### src/logic/avmd_pkg.sv
// shared constants and carrier types of the vector-magnitude detector
package avmd_pkg;

  // widths
  localparam int unsigned ADDR_W = 8;
  localparam int unsigned DATA_W = 8;
  localparam int unsigned AXIS_W = 14;
  localparam int unsigned THS_W = 13;
  localparam int unsigned CNT_W = 8;
  localparam int unsigned SQ_W = 29;
  localparam int unsigned SUM_W = 31;

  // register offsets
  localparam logic [7:0] OFS_INT_SOURCE = 8'h0c;
  localparam logic [7:0] OFS_CFG = 8'h5f;
  localparam logic [7:0] OFS_THS_HI = 8'h60;
  localparam logic [7:0] OFS_THS_LO = 8'h61;
  localparam logic [7:0] OFS_CNT = 8'h62;
  localparam logic [7:0] OFS_INITX_HI = 8'h63;
  localparam logic [7:0] OFS_INITX_LO = 8'h64;
  localparam logic [7:0] OFS_INITY_HI = 8'h65;
  localparam logic [7:0] OFS_INITY_LO = 8'h66;
  localparam logic [7:0] OFS_INITZ_HI = 8'h67;
  localparam logic [7:0] OFS_INITZ_LO = 8'h68;

  // field positions
  localparam int unsigned CFG_ELE_BIT = 6;
  localparam int unsigned CFG_INITM_BIT = 5;
  localparam int unsigned CFG_UPDM_BIT = 4;
  localparam int unsigned CFG_EN_BIT = 3;
  localparam int unsigned THS_DBCNTM_BIT = 7;
  localparam int unsigned THS_HI_LSB = 8;
  localparam int unsigned INIT_HI_LSB = 8;
  localparam int unsigned INT_SRC_VECM_BIT = 1;

  // values after reset
  localparam logic [7:0] RST_BYTE = 8'h00;
  localparam logic [12:0] RST_THS = 13'h0000;
  localparam logic [13:0] RST_AXIS = 14'h0000;

  // one axis sample, signed two's complement
  typedef logic signed [AXIS_W-1:0] avmd_axis_t;

  // three-axis vector
  typedef struct packed {
    avmd_axis_t x;
    avmd_axis_t y;
    avmd_axis_t z;
  } avmd_vec_t;

  // accelerometer sample stream
  typedef struct packed {
    logic valid;
    avmd_vec_t data;
  } avmd_sample_t;

  // mode bits of the configuration register
  typedef struct packed {
    logic ele;
    logic initm;
    logic updm;
    logic en;
  } avmd_cfg_t;

endpackage : avmd_pkg

### src/logic/avmd_detector.sv
// accelerometer vector-magnitude change detector with its byte registers
//
// Behaviour
// - event rises when distance from reference exceeds threshold past the debounce count
// - references held inside, or taken from initial-reference registers when selected
// - internal references have no register read path
// - latch off: flag follows the debounced condition, set and clear
// - latch on: flag holds until interrupt source register 0x0C is read
// - init select 0 captures current sample at enable, 1 loads init registers
// - update mode 0 replaces references with current sample on each trigger
// - update mode 1 keeps the references loaded at enable
// - init select and update mode both 1: init writes update references at once
// - enable bit starts the function, clear stops it; off after reset
// - clear mode 0 decrements debounce count per below-threshold sample
// - clear mode 1 zeroes debounce count on a below-threshold sample
// - 13-bit unsigned threshold split over high five bits and low byte
// - debounce period is count times one sample interval
// - hybrid mode halves the sample rate, so each step doubles
// - X initial reference is signed 14-bit, six upper bits in the high register
// - low byte of each initial reference holds bits seven to zero
// - Y and Z initial references follow X layout in following register pairs
`timescale 1ns/100ps
`default_nettype none

module avmd_detector (
  // clock and reset
  input wire logic clk_i,
  input wire logic rst_n_i,
  // register port
  input wire logic [avmd_pkg::ADDR_W-1:0] reg_addr_i,
  input wire logic [avmd_pkg::DATA_W-1:0] reg_wdata_i,
  input wire logic reg_wr_i,
  input wire logic reg_rd_i,
  output logic [avmd_pkg::DATA_W-1:0] reg_rdata_o,
  // accelerometer samples, one valid pulse per output data sample
  input wire avmd_pkg::avmd_sample_t sample_i,
  input wire logic hybrid_mode_i,
  // event
  output logic event_flag_o
);

  // reset release through two flops
  logic rst_meta_r;
  logic rst_sync_r;

  always_ff @(posedge clk_i or negedge rst_n_i) begin
    if (!rst_n_i) begin
      rst_meta_r <= 1'b0;
      rst_sync_r <= 1'b0;
    end else begin
      rst_meta_r <= 1'b1;
      rst_sync_r <= rst_meta_r;
    end
  end

  // replace the high or low byte of a 14-bit axis value
  function automatic avmd_pkg::avmd_axis_t put_byte(input avmd_pkg::avmd_axis_t v,
                                                    input logic hi,
                                                    input logic [7:0] d);
    avmd_pkg::avmd_axis_t r;
    r = v;
    if (hi) begin
      r[13:avmd_pkg::INIT_HI_LSB] = d[5:0];
    end else begin
      r[7:0] = d;
    end
    return r;
  endfunction : put_byte

  // register state
  avmd_pkg::avmd_cfg_t cfg_r;
  logic dbcntm_r;
  logic [avmd_pkg::THS_W-1:0] ths_r;
  logic [avmd_pkg::CNT_W-1:0] cnt_r;
  avmd_pkg::avmd_vec_t init_r;
  avmd_pkg::avmd_vec_t ref_r;
  avmd_pkg::avmd_vec_t last_r;
  logic phase_r;
  logic hit_q_r;
  logic flag_r;
  logic [avmd_pkg::DATA_W-1:0] rdata_r;

  // decode
  logic wr_cfg;
  logic wr_thi;
  logic wr_tlo;
  logic wr_cnt;
  logic wr_init;
  logic init_hi;
  logic [1:0] init_axis;
  logic en_rise;
  logic rd_src;

  always_comb begin
    wr_cfg = reg_wr_i && (reg_addr_i == avmd_pkg::OFS_CFG);
    wr_thi = reg_wr_i && (reg_addr_i == avmd_pkg::OFS_THS_HI);
    wr_tlo = reg_wr_i && (reg_addr_i == avmd_pkg::OFS_THS_LO);
    wr_cnt = reg_wr_i && (reg_addr_i == avmd_pkg::OFS_CNT);
    rd_src = reg_rd_i && (reg_addr_i == avmd_pkg::OFS_INT_SOURCE);
    en_rise = wr_cfg && reg_wdata_i[avmd_pkg::CFG_EN_BIT] && !cfg_r.en;
    // the six initial-reference registers form three high/low pairs
    wr_init = 1'b0;
    init_hi = 1'b0;
    init_axis = 2'd0;
    unique case (reg_addr_i)
      avmd_pkg::OFS_INITX_HI: begin
        wr_init = reg_wr_i;
        init_hi = 1'b1;
        init_axis = 2'd0;
      end
      avmd_pkg::OFS_INITX_LO: begin
        wr_init = reg_wr_i;
        init_axis = 2'd0;
      end
      avmd_pkg::OFS_INITY_HI: begin
        wr_init = reg_wr_i;
        init_hi = 1'b1;
        init_axis = 2'd1;
      end
      avmd_pkg::OFS_INITY_LO: begin
        wr_init = reg_wr_i;
        init_axis = 2'd1;
      end
      avmd_pkg::OFS_INITZ_HI: begin
        wr_init = reg_wr_i;
        init_hi = 1'b1;
        init_axis = 2'd2;
      end
      avmd_pkg::OFS_INITZ_LO: begin
        wr_init = reg_wr_i;
        init_axis = 2'd2;
      end
      default: begin
        wr_init = 1'b0;
      end
    endcase
  end

  // configuration register
  always_ff @(posedge clk_i or negedge rst_sync_r) begin
    if (!rst_sync_r) begin
      cfg_r <= '0;
    end else if (wr_cfg) begin
      cfg_r.ele <= reg_wdata_i[avmd_pkg::CFG_ELE_BIT];
      cfg_r.initm <= reg_wdata_i[avmd_pkg::CFG_INITM_BIT];
      cfg_r.updm <= reg_wdata_i[avmd_pkg::CFG_UPDM_BIT];
      cfg_r.en <= reg_wdata_i[avmd_pkg::CFG_EN_BIT];
    end
  end

  // threshold, clear mode and debounce count
  always_ff @(posedge clk_i or negedge rst_sync_r) begin
    if (!rst_sync_r) begin
      dbcntm_r <= 1'b0;
      ths_r <= avmd_pkg::RST_THS;
      cnt_r <= avmd_pkg::RST_BYTE;
    end else begin
      if (wr_thi) begin
        dbcntm_r <= reg_wdata_i[avmd_pkg::THS_DBCNTM_BIT];
        ths_r[12:avmd_pkg::THS_HI_LSB] <= reg_wdata_i[4:0];
      end
      if (wr_tlo) begin
        ths_r[7:0] <= reg_wdata_i;
      end
      if (wr_cnt) begin
        cnt_r <= reg_wdata_i;
      end
    end
  end

  // initial-reference registers
  always_ff @(posedge clk_i or negedge rst_sync_r) begin
    if (!rst_sync_r) begin
      init_r <= '0;
    end else if (wr_init) begin
      unique case (init_axis)
        2'd0: init_r.x <= put_byte(init_r.x, init_hi, reg_wdata_i);
        2'd1: init_r.y <= put_byte(init_r.y, init_hi, reg_wdata_i);
        2'd2: init_r.z <= put_byte(init_r.z, init_hi, reg_wdata_i);
        default: init_r <= init_r;
      endcase
    end
  end

  // hybrid mode keeps every second sample only
  logic take;

  always_comb begin
    take = sample_i.valid && cfg_r.en && (!hybrid_mode_i || phase_r);
  end

  always_ff @(posedge clk_i or negedge rst_sync_r) begin
    if (!rst_sync_r) begin
      phase_r <= 1'b0;
    end else if (!cfg_r.en || !hybrid_mode_i) begin
      phase_r <= 1'b0;
    end else if (sample_i.valid) begin
      phase_r <= !phase_r;
    end
  end

  // most recent sample, needed for capture at enable and on trigger
  always_ff @(posedge clk_i or negedge rst_sync_r) begin
    if (!rst_sync_r) begin
      last_r <= '0;
    end else if (sample_i.valid) begin
      last_r <= sample_i.data;
    end
  end

  // distance test and debounce
  logic above;
  logic hit;

  avmd_dist_cmp u_dist (
    .sample_i(sample_i.data),
    .ref_i(ref_r),
    .ths_i(ths_r),
    .above_o(above)
  );

  avmd_debounce u_deb (
    .clk_i(clk_i),
    .rst_n_i(rst_sync_r),
    .restart_i(!cfg_r.en),
    .sample_i(take),
    .above_i(above),
    .clear_mode_i(dbcntm_r),
    .limit_i(cnt_r),
    .hit_o(hit)
  );

  // trigger marks the rising edge of the debounced condition
  logic trig;

  always_comb begin
    trig = hit && !hit_q_r;
  end

  always_ff @(posedge clk_i or negedge rst_sync_r) begin
    if (!rst_sync_r) begin
      hit_q_r <= 1'b0;
    end else begin
      hit_q_r <= hit;
    end
  end

  // references: load at enable, follow triggers or direct init writes
  always_ff @(posedge clk_i or negedge rst_sync_r) begin
    if (!rst_sync_r) begin
      ref_r <= '0;
    end else if (en_rise) begin
      // the new mode bits arrive in the same write, so use the written value
      if (reg_wdata_i[avmd_pkg::CFG_INITM_BIT]) begin
        ref_r <= init_r;
      end else begin
        ref_r <= last_r;
      end
    end else if (cfg_r.en && trig && !cfg_r.updm) begin
      ref_r <= last_r;
    end else if (cfg_r.en && cfg_r.initm && cfg_r.updm && wr_init) begin
      unique case (init_axis)
        2'd0: ref_r.x <= put_byte(init_r.x, init_hi, reg_wdata_i);
        2'd1: ref_r.y <= put_byte(init_r.y, init_hi, reg_wdata_i);
        2'd2: ref_r.z <= put_byte(init_r.z, init_hi, reg_wdata_i);
        default: ref_r <= ref_r;
      endcase
    end
    // with update mode 1 no branch above touches the references on trigger
  end

  // event flag; in latched mode a new trigger beats a clearing read
  always_ff @(posedge clk_i or negedge rst_sync_r) begin
    if (!rst_sync_r) begin
      flag_r <= 1'b0;
    end else if (!cfg_r.ele) begin
      flag_r <= hit;
    end else if (trig) begin
      flag_r <= 1'b1;
    end else if (rd_src) begin
      flag_r <= 1'b0;
    end
  end

  // read mux; references are deliberately absent
  logic [avmd_pkg::DATA_W-1:0] rd_val;

  always_comb begin
    rd_val = 8'h00;
    unique case (reg_addr_i)
      avmd_pkg::OFS_INT_SOURCE: rd_val[avmd_pkg::INT_SRC_VECM_BIT] = flag_r;
      avmd_pkg::OFS_CFG: begin
        rd_val[avmd_pkg::CFG_ELE_BIT] = cfg_r.ele;
        rd_val[avmd_pkg::CFG_INITM_BIT] = cfg_r.initm;
        rd_val[avmd_pkg::CFG_UPDM_BIT] = cfg_r.updm;
        rd_val[avmd_pkg::CFG_EN_BIT] = cfg_r.en;
      end
      avmd_pkg::OFS_THS_HI: begin
        rd_val[avmd_pkg::THS_DBCNTM_BIT] = dbcntm_r;
        rd_val[4:0] = ths_r[12:avmd_pkg::THS_HI_LSB];
      end
      avmd_pkg::OFS_THS_LO: rd_val = ths_r[7:0];
      avmd_pkg::OFS_CNT: rd_val = cnt_r;
      avmd_pkg::OFS_INITX_HI: rd_val[5:0] = init_r.x[13:8];
      avmd_pkg::OFS_INITX_LO: rd_val = init_r.x[7:0];
      avmd_pkg::OFS_INITY_HI: rd_val[5:0] = init_r.y[13:8];
      avmd_pkg::OFS_INITY_LO: rd_val = init_r.y[7:0];
      avmd_pkg::OFS_INITZ_HI: rd_val[5:0] = init_r.z[13:8];
      avmd_pkg::OFS_INITZ_LO: rd_val = init_r.z[7:0];
      default: rd_val = 8'h00;
    endcase
  end

  // read data valid only in the cycle after the strobe
  always_ff @(posedge clk_i or negedge rst_sync_r) begin
    if (!rst_sync_r) begin
      rdata_r <= 8'h00;
    end else if (reg_rd_i) begin
      rdata_r <= rd_val;
    end else begin
      rdata_r <= 8'h00;
    end
  end

  assign reg_rdata_o = rdata_r;
  assign event_flag_o = flag_r;

endmodule : avmd_detector

`default_nettype wire

### src/logic/avmd_dist_cmp.sv
// squared distance of a sample from the reference, compared with squared threshold
`timescale 1ns/100ps
`default_nettype none

module avmd_dist_cmp (
  // operands
  input wire avmd_pkg::avmd_vec_t sample_i,
  input wire avmd_pkg::avmd_vec_t ref_i,
  input wire logic [avmd_pkg::THS_W-1:0] ths_i,
  // result
  output logic above_o
);

  // square of one axis difference; the difference needs one bit more than the axis
  function automatic logic [avmd_pkg::SQ_W-1:0] diff_sq(input avmd_pkg::avmd_axis_t a,
                                                        input avmd_pkg::avmd_axis_t b);
    logic signed [avmd_pkg::AXIS_W:0] d;
    logic signed [2*avmd_pkg::AXIS_W+1:0] p;
    d = 15'(a) - 15'(b);
    p = d * d;
    return p[avmd_pkg::SQ_W-1:0];
  endfunction : diff_sq

  logic [avmd_pkg::SUM_W-1:0] sum;
  logic [2*avmd_pkg::THS_W-1:0] ths_sq;

  // comparing squares avoids a root; both sides are non-negative
  always_comb begin
    sum = 31'(diff_sq(sample_i.x, ref_i.x)) + 31'(diff_sq(sample_i.y, ref_i.y))
        + 31'(diff_sq(sample_i.z, ref_i.z));
    ths_sq = ths_i * ths_i;
    above_o = sum > 31'(ths_sq);
  end

endmodule : avmd_dist_cmp

`default_nettype wire

### src/logic/avmd_debounce.sv
// sample debounce counter with saturation and two clear modes
`timescale 1ns/100ps
`default_nettype none

module avmd_debounce (
  // clock and reset
  input wire logic clk_i,
  input wire logic rst_n_i,
  // control
  input wire logic restart_i,
  input wire logic sample_i,
  input wire logic above_i,
  input wire logic clear_mode_i,
  input wire logic [avmd_pkg::CNT_W-1:0] limit_i,
  // status
  output logic hit_o
);

  logic [avmd_pkg::CNT_W-1:0] count_r;
  logic [avmd_pkg::CNT_W-1:0] count_nxt;

  // next count per qualified sample
  always_comb begin
    if (above_i) begin
      count_nxt = (count_r < limit_i) ? count_r + 8'h01 : limit_i;
    end else if (clear_mode_i) begin
      count_nxt = 8'h00;
    end else begin
      count_nxt = (count_r != 8'h00) ? count_r - 8'h01 : 8'h00;
    end
  end

  // one count per sample interval, held clear while the function is off
  always_ff @(posedge clk_i or negedge rst_n_i) begin
    if (!rst_n_i) begin
      count_r <= 8'h00;
      hit_o <= 1'b0;
    end else if (restart_i) begin
      count_r <= 8'h00;
      hit_o <= 1'b0;
    end else if (sample_i) begin
      count_r <= count_nxt;
      hit_o <= above_i && (count_nxt == limit_i);
    end
  end

endmodule : avmd_debounce

`default_nettype wire

### config.mk
export PLATFORM = sky130hd
export DESIGN_NAME = avmd_detector
export DESIGN_NICKNAME = d
export VERILOG_FILES = /design/src/logic/avmd_pkg.sv /design/src/logic/avmd_detector.sv /design/src/logic/avmd_dist_cmp.sv /design/src/logic/avmd_debounce.sv
export SDC_FILE = /design/constraint.sdc
export NUM_CORES = 2
export LEC_CHECK = 0
export ABC_AREA = 1
export ABC_CLOCK_PERIOD_IN_PS = 5600
export BUFFER_PORTS_ARGS = -buffer_cell sky130_fd_sc_hd__buf_2
export CORE_MARGIN = 2
export CORE_UTILIZATION = 60
export DETAILED_ROUTE_END_ITERATION = 6
export PLACE_DENSITY = 0.78
export SLEW_MARGIN = 20
export SYNTH_ARGS = -nofsm -noshare
export SYNTH_HDL_FRONTEND = slang
export SYNTH_SLANG_ARGS = --single-unit
### constraint.sdc
create_clock -name clk_i -period 5.6 [get_ports clk_i]
set_input_delay 1.12 -clock clk_i [delete_from_list [all_inputs] [get_ports clk_i]]
set_output_delay 1.12 -clock clk_i [all_outputs]
set_load 0.01 [all_outputs]
==> load_flow_metrics.sql <==
INSERT INTO impl_metrics (metric_group, metric, value, unit) VALUES
('floorplanning', 'floorplan.die.width', '265', 'um'),
('route', 'routedWlPerCell', '17.2', 'um'),
('timing', 'finalHoldViolations', '0', ''),
('synthesis', 'synth.avg_cell_area', '7.96', 'um^2'),
('setup_path', 'arrival', '11.66', 'ns'),
('finish', 'final_cell_area', '50600', 'um^2'),
('timing', 'setup_repair_after_global_routing_missed_its_margin', 'true', ''),
('synthesis', 'gate_count_post_synth', '5117', ''),
('setup_path', 'worst-r2r-cell-count', '63', ''),
('timing', 'final.setup_skew', '0.0142', 'ns'),
('clock_tree', 'clock_latency', '0.45', 'ns'),
('synthesis', 'synth_area_leaders', 'sky130_fd_sc_hd__fa_1 (33%), sky130_fd_sc_hd__ha_1 (13%), sky130_fd_sc_hd__inv_1 (12%), sky130_fd_sc_hd__dfrtp_1 (11%), sky130_fd_sc_hd__nand2_1 (7.7%)', ''),
('floorplanning', 'placement_rows', '95', ''),
('setup_path', 'cpMostUsedCell', 'sky130_fd_sc_hd__nand2_1', ''),
('finish', 'final_cell_mix', 'sky130_fd_sc_hd__inv_1 (1327), sky130_fd_sc_hd__buf_4 (922), sky130_fd_sc_hd__nand2_1 (807), sky130_fd_sc_hd__fa_1 (672), sky130_fd_sc_hd__ha_1 (410)', ''),
('floorplanning', 'floorplan.core_area', '67200', 'um^2'),
('timing', 'fin_tns_setup', '-49.96', 'ns'),
('run', 'cap_violations', '0', ''),
('setup_path', 'timing.critical_path.slowest_stage_cell', 'sky130_fd_sc_hd__fa_1', ''),
('floorplanning', 'initial_utilization', '0.606', ''),
('synthesis', 'mappedNetlistNets', '6295', ''),
('timing', 'setup_violations', '9', ''),
('setup_path', 'worstPathBufferInverterCount', '11', ''),
('timing', 'slew-limit-headroom', '0.349', ''),
('synthesis', 'netlist.area_leader.share', '0.333', ''),
('floorplanning', 'die_outline_area', '70000', 'um^2'),
('status', 'run_status', 'finished with violations', ''),
('route', 'drc', '0', ''),
('timing', 'timing.final.max_slew_violations', '0', ''),
('timing', 'finalCriticalPeriod', '11.28', 'ns'),
('setup_path', 'critical-path-max-stage-delay', '0.57', 'ns'),
('placed_design', 'placed_cell_area', '48900', 'um^2'),
('setup_path', 'worst_setup_path_start_kind', 'input pin', ''),
('timing', 'period_share', '2.01', ''),
('setup_path', 'cp.depth', '65', ''),
('finish', 'n_antenna_cell', '0', ''),
('route', 'drt-initial-drc-count', '2929', ''),
('setup_path', 'crit_fanout', '7', ''),
('placed_design', 'preCtsSetupSlack', '-6.34', 'ns'),
('global_route', 'initial_antenna_violation_count', '1', ''),
('route', 'routed_via_density', '5.35', ''),
('clock_tree', 'cts-htree-levels', '4', ''),
('setup_path', 'critPathKind', 'input pin to register', ''),
('timing', 'actual_slew_at_the_worst_max_slew_pin', '0.977', 'ns'),
('clock_tree', 'clock_tree_from_tritoncts', 'done', ''),
('route', 'finalWirelength', '119000', 'um'),
('global_route', 'first_global_vias', '39199', ''),
('global_route', 'grt_pass1_wl', '196000', 'um'),
('status', 'violated_checks', 'negative setup slack', ''),
('clock_tree', 'clkSlewWorstSetupHoldPaths', '0.08', 'ns'),
('timing', 'layout_setup_ws', '-5.68', 'ns'),
('placed_design', 'number_of_buffers_added_on_ports', '72', ''),
('global_route', 'grt_max_degree', '101', ''),
('setup_path', 'critical_path.top_delay_family', 'adder cells', ''),
('route', 'num_vias', '37061', ''),
('clock_tree', 'cts.sink_count', '174', ''),
('floorplanning', 'io_pins', '73', ''),
('route', 'detailedRoute.firstPassIterationCount', '7', ''),
('timing', 'hold-worst-slack', '0.363', 'ns'),
('synthesis', 'synth-main-ff-cell', 'sky130_fd_sc_hd__dfrtp_1', ''),
('floorplanning', 'fp.dieH', '265', 'um'),
('clock_tree', 'cts_max_path_buffers', '2', ''),
('setup_path', 'critical_path_data_required_time', '5.98', 'ns'),
('synthesis', 'synth_sequential_area_ratio', '0.107', ''),
('route', 'detail-route-antenna-nets', '0', ''),
('synthesis', 'yosysWarningCount', '0', ''),
('finish', 'flow.area_growth_from_synthesis', '24.1', '%'),
('timing', 'fmaxAchievable', '88.6', 'MHz'),
('synthesis', 'synth_largest_area_cell', 'sky130_fd_sc_hd__fa_1', ''),
('placed_design', 'final_estimated_routing_congestion_in_global_placement', '1.03', ''),
('synthesis', 'synth_cell_type_count', '58', '');
sequential cells by signal, indices dropped and copies added, names as in the netlist, 4 cells and up:
name           flops
reg_rdata_o        8
cnt_r              8
ref_r             42
last_r            42
u_deb.count_r      8
ths_r             13
init_r            42
cfg_r              4
cells in the mapped netlist, types with 4 or more instances:
library cell,instances
sky130_fd_sc_hd__inv_1,1345
sky130_fd_sc_hd__nand2_1,840
sky130_fd_sc_hd__fa_1,677
sky130_fd_sc_hd__ha_1,437
sky130_fd_sc_hd__nor2_1,357
sky130_fd_sc_hd__o21ai_0,276
sky130_fd_sc_hd__a21oi_1,248
sky130_fd_sc_hd__dfrtp_1,174
sky130_fd_sc_hd__xor2_1,120
sky130_fd_sc_hd__nand3_1,104
sky130_fd_sc_hd__xnor2_1,76
sky130_fd_sc_hd__clkbuf_1,68
sky130_fd_sc_hd__nor3_1,33
sky130_fd_sc_hd__a31oi_1,29
sky130_fd_sc_hd__o211ai_1,29
sky130_fd_sc_hd__a22oi_1,28
sky130_fd_sc_hd__or2_2,25
sky130_fd_sc_hd__nand4_1,20
sky130_fd_sc_hd__o21bai_1,20
sky130_fd_sc_hd__o22ai_1,20
sky130_fd_sc_hd__o221ai_1,15
sky130_fd_sc_hd__a21o_1,14
sky130_fd_sc_hd__o21ai_1,14
sky130_fd_sc_hd__buf_2,13
sky130_fd_sc_hd__clkinv_1,13
sky130_fd_sc_hd__inv_2,11
sky130_fd_sc_hd__nand2_2,9
sky130_fd_sc_hd__o21a_1,9
sky130_fd_sc_hd__a221oi_1,8
sky130_fd_sc_hd__nor4_1,8
sky130_fd_sc_hd__a21boi_0,7
sky130_fd_sc_hd__buf_4,7
sky130_fd_sc_hd__nand3b_1,6
sky130_fd_sc_hd__buf_1,4
sky130_fd_sc_hd__buf_6,4
sky130_fd_sc_hd__mux2_2,4
sky130_fd_sc_hd__nand3_2,4
sky130_fd_sc_hd__nor3_2,4
sky130_fd_sc_hd__o31ai_1,4
final cells by class:
cell class,instances,area (um^2),share of cell area
repair buffers,1005,7460,0.148
well taps,873,1090,0.0216
flip-flops and latches,174,4360,0.0862
clock inverters,15,193,0.00381
inverters,1369,5150,0.102
multi-input cells,3477,31900,0.630
clock buffers,17,425,0.00842
metal layers:
| layer | track usage | routed length, um | vias up |
|---|---|---|---|
| met5 | 0 | 0 | - |
| met4 | 0.132 | 5190 | 0 |
| met3 | 0.0447 | 8170 | 329 |
| met2 | 0.605 | 58400 | 1435 |
| met1 | 0.458 | 47500 | 17867 |
| li1 | - | - | 17430 |
logic make-up (layout without fill, tap and decap cells):
group,Yosys count,after routing,share of synthesized area
compound gates,737,737,0.103
buf+inv,1466,2406,0.137
fa+ha+maj,1114,1114,0.467
xor+xnor,197,197,0.0426
mux,4,4,0.00111
other cells,1,1,0.0000921
simple gates,1424,1424,0.143
flops,174,174,0.107
worst paths after layout:
kind / start / end / slack (ns)
max reg2reg: ref_r[28] / u_deb.hit_o / -5.41
min reg2reg: rst_meta_r / rst_sync_r / 0.36
min: rst_meta_r / rst_sync_r / 0.36
max: sample_i[28] / u_deb.hit_o / -5.68
min in group asynchronous: rst_n_i / rst_sync_r / 0.43
max in group asynchronous: rst_sync_r / last_r[11] / 4.04
per-stage QoR:
| stage | cells | utilization |
|---|---|---|
| 2_1_floorplan | 5117 | - |
| 3_3_place_gp | 6862 | 0.728 |
| 3_5_place_dp | 6862 | 0.728 |
| 4_1_cts | 6924 | 0.750 |
| 5_1_grt | 6930 | 0.753 |
| 6_report | 6930 | 0.753 |
repair_timing:
action / CTS / global route
hold buffers: 0 / 0
setup endpoints to repair: 9 / 9
hold endpoints to repair: 0 / 0
pin swaps: 37 / 19
resized for setup: 133 / 30
buffers inserted: 29 / 5
cloned: 1 / 0
Power is left out: the tool's default activity adds up to more than one toggle a clock period on the data nets, which glitch-free logic cannot reach.
